--- config.mk ---
export PLATFORM = sky130hd
export DESIGN_NAME = rtctk_top
export DESIGN_NICKNAME = d
export VERILOG_FILES = /design/src/rtctk_pkg.sv /design/src/rtctk_top.sv /design/src/rtctk_tick.sv
export VERILOG_INCLUDE_DIRS = /design/src
export SDC_FILE = /design/constraint.sdc
export NUM_CORES = 1
export LEC_CHECK = 0
export ABC_CLOCK_PERIOD_IN_PS = 2760
export BUFFER_PORTS_ARGS = -buffer_cell sky130_fd_sc_hd__buf_2
export CAP_MARGIN = 0
export CORE_ASPECT_RATIO = 0.5
export CORE_MARGIN = 1
export CORE_UTILIZATION = 60
export CTS_BUF_LIST = sky130_fd_sc_hd__clkbuf_4
export DETAILED_ROUTE_END_ITERATION = 8
export PLACE_DENSITY_LB_ADDON = 0.08
export SETUP_SLACK_MARGIN = 0.4
export SLEW_MARGIN = 20
export SYNTH_ARGS = -nofsm -noshare
export SYNTH_HDL_FRONTEND = slang
export SYNTH_SLANG_ARGS = --single-unit
--- constraint.sdc ---
create_clock -name CLK_I -period 2.76 [get_ports CLK_I]
set_input_delay 0 -clock CLK_I [delete_from_list [all_inputs] [get_ports CLK_I]]
set_output_delay 0 -clock CLK_I [all_outputs]
set_load 0.02 [all_outputs]
--- src/rtctk_cfg.svh ---
`ifndef RTCTK_CFG_SVH
`define RTCTK_CFG_SVH
// ----------------------------------------------------------------------
// Operation
// - In elapsed-timer mode all time fields start at zero after reset; seconds, minutes and hours count up like a stopwatch, day, month and year stay put.
// - Written time bytes stay pending until the year byte is written, which commits them all.
// - Committed values appear in the time registers only at the first second tick after the year write.
// - Configuration bit 0 selects calendar mode when 1 and is set before the time is written.
// - Configuration bit 1 controls daylight-saving adjustment of the calendar; here it only drives DST_EN_O and the counter makes no adjustment.
// - Bit 3 of the global command register requests a flash backup of clock settings.
// - The first time register holds minutes in bits 13:8 and seconds in bits 5:0, each 0 to 59.
// - The second time register holds day in bits 12:8 (1 to 31) and hours in bits 5:0 (0 to 23).
// - The third time register holds year since 2000 in bits 14:8 (0 to 99) and month in bits 3:0.
// - The counter keeps running on its own supply while reads need normal operation.
// ----------------------------------------------------------------------
`define RTCTK_ADDR_PAGE     7'h00
`define RTCTK_ADDR_MS_LO    7'h78
`define RTCTK_ADDR_MS_HI    7'h79
`define RTCTK_ADDR_DH_LO    7'h7a
`define RTCTK_ADDR_DH_HI    7'h7b
`define RTCTK_ADDR_YM_LO    7'h7c
`define RTCTK_ADDR_YM_HI    7'h7d
`define RTCTK_ADDR_CFG_LO   7'h0a
`define RTCTK_ADDR_CMD_LO   7'h02
`define RTCTK_PAGE_TIME     8'h00
`define RTCTK_PAGE_CFG      8'h03
`define RTCTK_CMD_W_BIT     15
`define RTCTK_CFG_CAL_BIT   0
`define RTCTK_CFG_DST_BIT   1
`define RTCTK_CMD_FLASH_BIT 3
`define RTCTK_SEC_MAX       6'h3b
`define RTCTK_MIN_MAX       6'h3b
`define RTCTK_HOUR_MAX      6'h17
`define RTCTK_DAY_MIN       5'h01
`define RTCTK_MON_MIN       4'h1
`define RTCTK_MON_MAX       4'hc
`define RTCTK_YEAR_MAX      7'h63
`define RTCTK_CLK_HZ        10000000
`define RTCTK_TICK_S        1
`endif

--- src/rtctk_pkg.sv ---
package rtctk_pkg;
    typedef struct packed {
        logic [5:0] sec;
        logic [5:0] min;
        logic [5:0] hour;
        logic [4:0] day;
        logic [3:0] mon;
        logic [6:0] year;
    } rtctk_time_t;
    typedef enum logic [1:0] {
        RTCTK_IDLE   = 2'b01,
        RTCTK_ARMED  = 2'b10
    } rtctk_load_t;
endpackage : rtctk_pkg

--- src/rtctk_top.sv ---
`timescale 1ns/10ps
`include "rtctk_cfg.svh"
module rtctk_top #(
    parameter int unsigned TICK_DIV = `RTCTK_CLK_HZ * `RTCTK_TICK_S
) (
    input  wire logic        CLK_I,        // 10 MHz clock
    input  wire logic        RESET_I,      // Sync reset, high
    input  wire logic        CMD_VALID_I,  // Serial command word valid
    input  wire logic [15:0] CMD_WORD_I,   // Serial command word
    input  wire logic        MAIN_READY_I, // Main logic fully started
    output logic      [15:0] RD_DATA_O,    // Read answer word
    output logic             RD_VALID_O,   // Read answer strobe
    output logic             CAL_MODE_O,   // Calendar mode selected
    output logic             DST_EN_O,     // Daylight-saving enable
    output logic             FLASH_REQ_O,  // Flash backup request pulse
    output logic             SEC_TICK_O    // Second tick pulse
);
    import rtctk_pkg::*;

    // Below two the divider could never produce a one-cycle tick
    if (TICK_DIV < 2) begin : g_bad_div
        $error("TICK_DIV must be at least 2");
    end

    rtctk_time_t cur_reg, pend_reg, stage_reg, cur_next;
    rtctk_load_t load_reg;
    logic [7:0]  page_reg;
    logic        tick;
    logic        wr;
    logic [6:0]  addr;
    logic [7:0]  data;
    logic        cfg_wr;
    logic        year_wr;

    // ------------------------------------------------------------------
    // Command decode
    // ------------------------------------------------------------------
    assign wr   = CMD_VALID_I && CMD_WORD_I[`RTCTK_CMD_W_BIT];
    assign addr = CMD_WORD_I[14:8];
    assign data = CMD_WORD_I[7:0];
    assign cfg_wr  = wr && page_reg == `RTCTK_PAGE_CFG;
    assign year_wr = wr && page_reg == `RTCTK_PAGE_TIME &&
                     addr == `RTCTK_ADDR_YM_HI;

    // Timekeeping runs regardless of the main logic state
    rtctk_tick #(
        .DIV     (TICK_DIV)
    ) u_tick (
        .clk_i   (CLK_I),
        .reset_i (RESET_I),
        .tick_o  (tick)
    );

    // ------------------------------------------------------------------
    // Second tick output
    // ------------------------------------------------------------------
    // Registered copy: it pulses in the cycle the counter shows the new
    // second, so a read started on it already sees the new time.
    always_ff @(posedge CLK_I) begin
        if (RESET_I) SEC_TICK_O <= 1'b0;
        else         SEC_TICK_O <= tick;
    end

    // ------------------------------------------------------------------
    // Page select
    // ------------------------------------------------------------------
    always_ff @(posedge CLK_I) begin
        if (RESET_I)
            page_reg <= `RTCTK_PAGE_TIME;
        else if (wr && addr == `RTCTK_ADDR_PAGE)
            page_reg <= data;
    end

    // ------------------------------------------------------------------
    // Configuration and command
    // ------------------------------------------------------------------
    always_ff @(posedge CLK_I) begin
        if (RESET_I) begin
            CAL_MODE_O <= 1'b0;
            DST_EN_O   <= 1'b0;
        end else if (cfg_wr && addr == `RTCTK_ADDR_CFG_LO) begin
            CAL_MODE_O <= data[`RTCTK_CFG_CAL_BIT];
            DST_EN_O   <= data[`RTCTK_CFG_DST_BIT];
        end
    end

    // Only a request pulse: the backup itself lives outside this block
    always_ff @(posedge CLK_I) begin
        if (RESET_I)
            FLASH_REQ_O <= 1'b0;
        else
            FLASH_REQ_O <= cfg_wr && addr == `RTCTK_ADDR_CMD_LO &&
                           data[`RTCTK_CMD_FLASH_BIT];
    end

    // ------------------------------------------------------------------
    // Staging of written bytes; year write commits
    // ------------------------------------------------------------------
    // Bytes collect in stage_reg; only the year byte copies them to
    // pend_reg, so a half-written set never reaches the counter.
    always_ff @(posedge CLK_I) begin
        if (RESET_I) begin
            stage_reg <= '0;
        end else if (wr && page_reg == `RTCTK_PAGE_TIME) begin
            unique case (addr)
                `RTCTK_ADDR_MS_LO: stage_reg.sec  <= data[5:0];
                `RTCTK_ADDR_MS_HI: stage_reg.min  <= data[5:0];
                `RTCTK_ADDR_DH_LO: stage_reg.hour <= data[5:0];
                `RTCTK_ADDR_DH_HI: stage_reg.day  <= data[4:0];
                `RTCTK_ADDR_YM_LO: stage_reg.mon  <= data[3:0];
                `RTCTK_ADDR_YM_HI: stage_reg.year <= data[6:0];
                default: ;
            endcase
        end
    end

    always_ff @(posedge CLK_I) begin
        if (RESET_I) begin
            pend_reg <= '0;
        end else if (year_wr) begin
            pend_reg      <= stage_reg;
            pend_reg.year <= data[6:0];
        end
    end

    // Armed from the year write to the next tick. A year write in the
    // tick cycle keeps it armed, so that commit is not lost.
    always_ff @(posedge CLK_I) begin
        if (RESET_I)
            load_reg <= RTCTK_IDLE;
        else if (year_wr)
            load_reg <= RTCTK_ARMED;
        else if (tick)
            load_reg <= RTCTK_IDLE;
    end

    // ------------------------------------------------------------------
    // Counting
    // ------------------------------------------------------------------
    function automatic logic [4:0] days_in(input logic [3:0] m,
                                           input logic [6:0] y);
        logic [4:0] d;
        d = 5'h1f;
        if (m == 4'h4 || m == 4'h6 || m == 4'h9 || m == 4'hb)
            d = 5'h1e;
        else if (m == 4'h2)
            d = (y[1:0] == 2'b00) ? 5'h1d : 5'h1c;
        return d;
    endfunction : days_in

    always_comb begin
        cur_next = cur_reg;
        if (cur_reg.sec >= `RTCTK_SEC_MAX) begin
            cur_next.sec = 6'h00;
            if (cur_reg.min >= `RTCTK_MIN_MAX) begin
                cur_next.min = 6'h00;
                if (CAL_MODE_O && cur_reg.hour >= `RTCTK_HOUR_MAX) begin
                    cur_next.hour = 6'h00;
                    if (cur_reg.day >= days_in(cur_reg.mon, cur_reg.year)) begin
                        cur_next.day = `RTCTK_DAY_MIN;
                        if (cur_reg.mon >= `RTCTK_MON_MAX) begin
                            cur_next.mon = `RTCTK_MON_MIN;
                            cur_next.year = (cur_reg.year >= `RTCTK_YEAR_MAX)
                                          ? 7'h00 : cur_reg.year + 7'h1;
                        end else begin
                            cur_next.mon = cur_reg.mon + 4'h1;
                        end
                    end else begin
                        cur_next.day = cur_reg.day + 5'h1;
                    end
                end else begin
                    // Elapsed mode, or calendar hour below 23: hours count up; in elapsed mode they wrap at field width
                    cur_next.hour = cur_reg.hour + 6'h1;
                end
            end else begin
                cur_next.min = cur_reg.min + 6'h1;
            end
        end else begin
            cur_next.sec = cur_reg.sec + 6'h1;
        end
    end

    always_ff @(posedge CLK_I) begin
        if (RESET_I)
            cur_reg <= '0;
        else if (tick && load_reg == RTCTK_ARMED)
            cur_reg <= pend_reg;
        else if (tick)
            cur_reg <= cur_next;
    end

    // ------------------------------------------------------------------
    // Reads
    // ------------------------------------------------------------------
    // Reads answer only once the main logic has started; time keeps
    // counting while it is down.
    always_ff @(posedge CLK_I) begin
        if (RESET_I) begin
            RD_DATA_O  <= 16'h0000;
            RD_VALID_O <= 1'b0;
        end else begin
            RD_VALID_O <= 1'b0;
            if (CMD_VALID_I && !CMD_WORD_I[`RTCTK_CMD_W_BIT] &&
                MAIN_READY_I && page_reg == `RTCTK_PAGE_TIME) begin
                RD_VALID_O <= 1'b1;
                unique case (addr)
                    `RTCTK_ADDR_MS_LO:
                        RD_DATA_O <= {2'b00, cur_reg.min,
                                      2'b00, cur_reg.sec};
                    `RTCTK_ADDR_DH_LO:
                        RD_DATA_O <= {3'b000, cur_reg.day,
                                      2'b00, cur_reg.hour};
                    `RTCTK_ADDR_YM_LO:
                        RD_DATA_O <= {1'b0, cur_reg.year,
                                      4'h0, cur_reg.mon};
                    default:
                        RD_DATA_O <= 16'h0000;
                endcase
            end
        end
    end
endmodule : rtctk_top

--- src/rtctk_tick.sv ---
`timescale 1ns/10ps
`include "rtctk_cfg.svh"
module rtctk_tick #(
    parameter int unsigned DIV = `RTCTK_CLK_HZ * `RTCTK_TICK_S
) (
    input  wire logic clk_i,    // Clock
    input  wire logic reset_i,  // Sync reset
    output logic      tick_o    // One-cycle second pulse
);
    if (DIV < 2) begin : g_bad_div
        $error("DIV must be at least 2");
    end
    logic [31:0] cnt_reg;
    always_ff @(posedge clk_i) begin
        if (reset_i) begin
            cnt_reg <= 32'h0;
            tick_o  <= 1'b0;
        end else if (cnt_reg == 32'(DIV - 1)) begin
            cnt_reg <= 32'h0;
            tick_o  <= 1'b1;
        end else begin
            cnt_reg <= cnt_reg + 32'h1;
            tick_o  <= 1'b0;
        end
    end
endmodule : rtctk_tick

## Word level (Yosys, flattened, before mapping)

Index checks and enable logic that the tools add are counted.

- Bits in registers: 159
- Latch bits: 0
- Bits in writable memories: 0
- Memory bits (read-only): 0
- Output and inout bits: 21
- Word-level logic and storage cells: 118
- Memories: 0

- $add $sub $neg: 7
- Multiply operators: 0
- Divide/modulo/power cells: 0
- $lt $le $gt $ge: 6
- Equality and inequality tests: 16
- Shifts and indexed selects: 0
- Muxes and demuxes: 24
- Bitwise gates (word level): 0
- Reduce and logical (&&, ||, !) cells: 38

Operator list:

| cell | count |
|---|---|
| two-way mux 34 bit | 2 |
| case mux 15 bit (3 select lines) | 1 |
| == test 7 bit (second input constant) | 6 |
| adder 32 x 1 -> 32 bit (second input constant) | 1 |
| == test 32 x 24 -> 1 bit (second input constant) | 1 |
| two-way mux 28 bit | 1 |
| two-way mux 22 bit | 1 |
| two-way mux 5 bit | 4 |
| adder 6 x 1 -> 6 bit (second input constant) | 3 |
| two-way mux 6 bit | 3 |
| two-way mux 16 bit | 1 |
| two-way mux 7 bit | 2 |
| nonzero test 2 bit | 7 |
| logical AND 1 bit | 13 |
| greater-or-equal comparator 6 bit (second input constant) | 2 |
| AND reduction 2 bit | 6 |
| two-way mux 11 bit | 1 |
| == test 4 x 3 -> 1 bit (second input constant) | 2 |
| == test 4 bit (second input constant) | 2 |
| == test 8 x 2 -> 1 bit (second input constant) | 1 |
| zero test 8 bit | 1 |
| two-way mux 2 bit | 4 |
| adder 7 x 1 -> 7 bit (second input constant) | 1 |
| == test 7 x 2 -> 1 bit (second input constant) | 1 |
| 20 further kinds | 24 |

## Longest topological paths before layout

- Word-level depth: 15
- Depth in mapped cells: 11
- Gate-level depth less buffers: 11

## Hierarchy

A second synthesis with hierarchy kept.

- Cells, all modules: 886
- Area, all modules: 7379.6 µm²

By module, submodules not included:

| module | times used | cells an instance | area an instance (µm²) | sequential area each (µm²) |
|---|---|---|---|---|
| rtctk_top | 1 | 701 | 5775.5 | 2462.4 |
| rtctk_tick | 1 | 185 | 1604.0 | 660.6 |

## Worst setup path before layout

Ideal clock, no wire load.

- Path type: register -> register
- From: register cur_reg[7] (netlist bit)
- To: register cur_reg[0] (netlist bit)
- Library setup time: 0.087 ns
- Arrival time: 2.224 ns
- Required time: 2.673 ns
- Slack: 0.449 ns
- Stages on the path, launching flop included: 12
- Buffers on the path: 0
- Clock period less this slack: 2.311 ns
- Path through: dfxtp_1 inv_1 ha_1 o21ai_0 o21ai_0 o21ai_0 ha_1 nand2b_1 a21oi_1 o31a_1 or4_1 o31ai_1

- Word-level cells in the longest chain between the ends: 11
- Elaborated cells between the ends (all ways): 18

RTL lines:

| item | line | text |
|---|---|---|
| from (decl) | rtctk_top.sv:25 | `rtctk_time_t cur_reg, pend_reg, stage_reg, cur_next;` |
| from (signal assigned) | rtctk_top.sv:187 | `cur_reg <= pend_reg;` |
| from (signal assigned) | rtctk_top.sv:189 | `cur_reg <= cur_next;` |
| == test 4 x 3 -> 1 bit | rtctk_top.sv:144 | `if (m == 4'h4 \|\| m == 4'h6 \|\| m == 4'h9 \|\| m == 4'hb)` |
| logical OR 1 bit (3 in series) | rtctk_top.sv:144 |  |
| two-way mux 2 bit | rtctk_top.sv:144 |  |
| two-way mux 5 bit | rtctk_top.sv:157 | `` if (CAL_MODE_O && cur_reg.hour >= `RTCTK_HOUR_MAX) begin `` |
| two-way mux 5 bit | rtctk_top.sv:155 | `` if (cur_reg.min >= `RTCTK_MIN_MAX) begin `` |
| two-way mux 5 bit | rtctk_top.sv:153 | `` if (cur_reg.sec >= `RTCTK_SEC_MAX) begin `` |
| greater-or-equal comparator 5 bit | rtctk_top.sv:159 | `if (cur_reg.day >= days_in(cur_reg.mon, cur_reg.year)) begin` |
| nonzero test 2 bit (no source line) | n/a |  |
| AND reduction 6 bit (no source line) * | n/a |  |

Every way passes the cells marked *; elsewhere a longest branch is shown, timed or not. The select of a mux whose other input is x is not followed.
A chain may end at the register's enable or synchronous reset.

## Final worst setup path

- From: register cur_reg[1] (netlist bit)
- To: register cur_reg[0] (netlist bit)

- Word-level cells in the longest chain between the ends: 10
- Elaborated cells between the ends (all ways): 19

RTL lines:

| item | line | text |
|---|---|---|
| zero test 2 bit | rtctk_top.sv:147 | `d = (y[1:0] == 2'b00) ? 5'h1d : 5'h1c;` |
| two-way mux 1 bit | rtctk_top.sv:147 |  |
| two-way mux 2 bit | rtctk_top.sv:146 | `else if (m == 4'h2)` |
| two-way mux 2 bit | rtctk_top.sv:144 |  |
| two-way mux 5 bit | rtctk_top.sv:157 |  |
| two-way mux 5 bit | rtctk_top.sv:155 |  |
| two-way mux 5 bit | rtctk_top.sv:153 |  |
| greater-or-equal comparator 5 bit | rtctk_top.sv:159 |  |
| nonzero test 2 bit (no source line) | n/a |  |
| AND reduction 6 bit (no source line) | n/a |  |

Parallel ways exist; a longest one is shown, timed or not. The select of a mux whose other input is x is not followed.

==> reports/results.txt <==
Worst Hold Depth: 3
Via/cell ratio: 6.11
Placed Cells incl. Taps: 1030
Post-Syn Area: 7370 sq um
Area of the multi-input gates: 4090 sq um
GRT Overall Usage: 31.0%
CTS Root Buffer Type: clkbuf_4
Hold WC Path Type: input port to flip-flop
Primary FF master, synth: dfxtp_1
Clk_skew: 0.0327 ns
Crit path buf inv count: 2
Largest net degree at the start of global routing: 59
Async SR Flop Fraction: 0%
Share of cells above drive strength 1: 14.8%
Cell depth of the worst flop-to-flop path: 11
Slew Limit Fails: 0
Num CTS Buffers: 17
Type of origin of the critical path: flip-flop
Die Ht: 80.4 um
# clock sinks: 156
Cell taking the most area after synthesis: dfxtp_1
Reg-to-reg endpoint: cur_reg[0]
Crit Path Category: flip-flop to flip-flop
Arrival time at the worst endpoint: 2.94 ns
Diodes inserted: 0
Max stage delay on crit path: 0.41 ns
Gpl congestion: 0.902
Gate Count Post-Synth: 861
Total Die Area: 12800 sq um
H-tree depth: 4
Max_cap viols: 0
Final period utilization: 89.8%
Sequential Area: 3140 sq um
# DRC: 0
Slew @ Worst Pin: 0.632 ns
FF+latch count, synth: 156
Vias in the first global route: 5860
Crit-path cells: inv_1 > ha_1 > o21ai_1 > o21ai_1 > ha_1 > nand2b_4 > a21oi_4 > o31a_1 > buf_6 > or4_4 > o31ai_2
Reg clk slew, reported paths: 0.14 ns
DR pass1 iterations: 5
WHS Endpoint: RD_DATA_O[8]
Worst skew pair latency: 0.56 ns
Final Hold Viols: 0
Worst-path fanout max: 6
Core area: 11900 sq um
VDD IR max: 0.000286 V
Post-DRT Antenna Nets: 0
First DRT Iteration DRCs: 690
Hold WS: 0.0856 ns
Global-route wire length before repair: 30700 um
Post-DP HPWL: 13000 um
Initial core utilization: 61.9%
Critical-path top delay cell: or4_4
Fillcell total: 960
Hold Path Origin: CMD_WORD_I[9]
RR Startpoint: cur_reg[1]
Top delay family on crit path: compound AO/OA/AOI/OAI gates
Chip width: 159 um
Post-synth EDFFs: 0
Mean area per synthesized cell: 8.57 sq um
Register area share after synthesis: 42.3%
Final setup vio count: 0
Period minus WS final: 2.48 ns
I/O pin cnt: 41
Non-filler cells, final: 1089
DR WL/cell: 18.1 um
PortBufs: 37
Commonest non-fill, non-tap cell in the layout: dfxtp_1
Area grow syn2layout: 14.0%
Cell variety after synth: 71
Required @ worst endpoint: 3.22 ns
Total wire length: 19700 um
Site Rows: 28
Nets@finish: 944
Vias: 6655
Max Root-Sink Buffers: 2
Crit end category: flip-flop
Outcome: completed
Post-Route Setup TNS: 0 ns
RSZ-0062 raised after global routing: yes
Antenna violations before repair: 0
Pwr Density: 479 nW/um^2
TritonCTS clock tree: done
Synth warnings: 0
Slew margin rel.: 57.6%
Commonest cells after routing, fill and taps aside: dfxtp_1, nand2_1, nor2_1
Reg-to-reg slack, setup: 0.28 ns
Remaining Overflow, GRT: 0
P_leak: 3.01 nW
Cells taking the most area after synthesis: dfxtp_1, mux2i_1, nand2_1, nor2_1, a21oi_1
Yosys top cell area share: 42.3%
Max Fclk: 403 MHz
==> worst max path at each step <==
| stage | endpoint | startpoint | depth (start not counted) |
|---|---|---|---|
| CTS | cur_reg[0] | cur_reg[1] | 11 |
| detailed placement | cur_reg[1] | cur_reg[8] | 11 |
| finish | cur_reg[0] | cur_reg[1] | 11 |
| global route | cur_reg[0] | cur_reg[1] | 11 |
| global placement | cur_reg[1] | cur_reg[7] | 11 |
| floorplan | cur_reg[0] | cur_reg[7] | 11 |
==> timing repair <==
| action | in CTS | in global routing |
|---|---|---|
| hold endpoints to repair | 76 | 0 |
| setup endpoints to repair | 13 | 23 |
| gates resized for setup | 24 | 17 |
| hold buffers | 20 | 0 |
| pin swaps | 3 | 11 |
| buffers inserted | 4 | 3 |
| gates cloned | 0 | 0 |
==> per-stage QoR <==
step / power (W) / instance area (sq um) / setup slack, ns / utilization (%)
2_1_floorplan: 0.00241 / 7380 / 0.449 / -
3_3_place_gp: 0.00246 / 7670 / 0.242 / 64.4
3_5_place_dp: 0.00246 / 7670 / 0.178 / 64.4
4_1_cts: 0.00404 / 8300 / 0.407 / 69.7
5_1_grt: 0.00415 / 8410 / 0.230 / 70.6
6_report: 0.00402 / 8410 / 0.281 / 70.6
==> Yosys cell counts, types with 3 or more instances <==
| master | n |
|---|---|
| or3_1 | 7 |
| buf_4 | 4 |
| nand3b_1 | 3 |
| xnor2_1 | 12 |
| xor2_1 | 19 |
| o2111ai_1 | 4 |
| a21oi_1 | 63 |
| nand4_1 | 19 |
| nand2b_1 | 8 |
| nor4b_1 | 4 |
| nand2_1 | 124 |
| buf_1 | 8 |
| nor4_1 | 8 |
| a2bb2oi_1 | 4 |
| a31oi_1 | 3 |
| mux2i_1 | 49 |
| a2111oi_0 | 3 |
| buf_2 | 14 |
| nor3_1 | 12 |
| o21ai_0 | 34 |
| o31ai_1 | 6 |
| and3_1 | 9 |
| a31o_2 | 4 |
| a211oi_1 | 13 |
| nor2b_1 | 7 |
| clkbuf_1 | 25 |
| and4_1 | 5 |
| nor4_4 | 3 |
| inv_1 | 16 |
| dfxtp_1 | 156 |
| o211ai_1 | 3 |
| o32ai_1 | 3 |
| ha_1 | 13 |
| o21a_1 | 3 |
| nor2_1 | 101 |
| a22oi_1 | 5 |
| a22o_1 | 9 |
| nand3_1 | 27 |
| or4_1 | 5 |
| and2_1 | 6 |
==> worst min-delay path, stage by stage <==
cell and delay [ns]:
buf_2 0.27, o21ai_0 0.22, a22o_1 0.12
==> cell families (layout without fill, tap and decap cells) <==
logic type	count (synthesis)	after routing	synth area share, %
adders and majority gates	13	13	2.21
buffers and inverters	70	131	4.22
muxes	49	49	6.65
AOI/OAI and AO/OA	174	174	15.5
xor gates and xnor gates	31	31	3.68
other	1	3	0.0509
and+or+nand+nor	367	367	25.4
DFF	156	156	42.3
==> routing by layer <==
layer	track usage, %	wire length [um]	vias up
li1	-	-	3170
met4	10.0	248	0
met3	7.85	1630	22
met2	47.8	8710	274
met1	42.4	9090	3189
met5	0	0	-
==> layout make-up <==
class / instances / share of cell area, %
timing repair buffer: 83 / 6.98
clock buffer: 17 / 1.52
clock inverter: 15 / 2.34
sequential: 156 / 37.3
inverter: 16 / 0.774
multi-input combinational: 637 / 48.6
tap: 165 / 2.46
==> power breakdown <==
part / internal [W] / switching, W / leakage, nW
Combinational: 0.0000558 / 0.000113 / 1.58
Sequential: 0.00226 / 0.0000105 / 1.26
Clock: 0.000662 / 0.000924 / 0.170
Total: 0.00298 / 0.00105 / 3.01
Note: power is estimated with default switching activity, not from simulation.
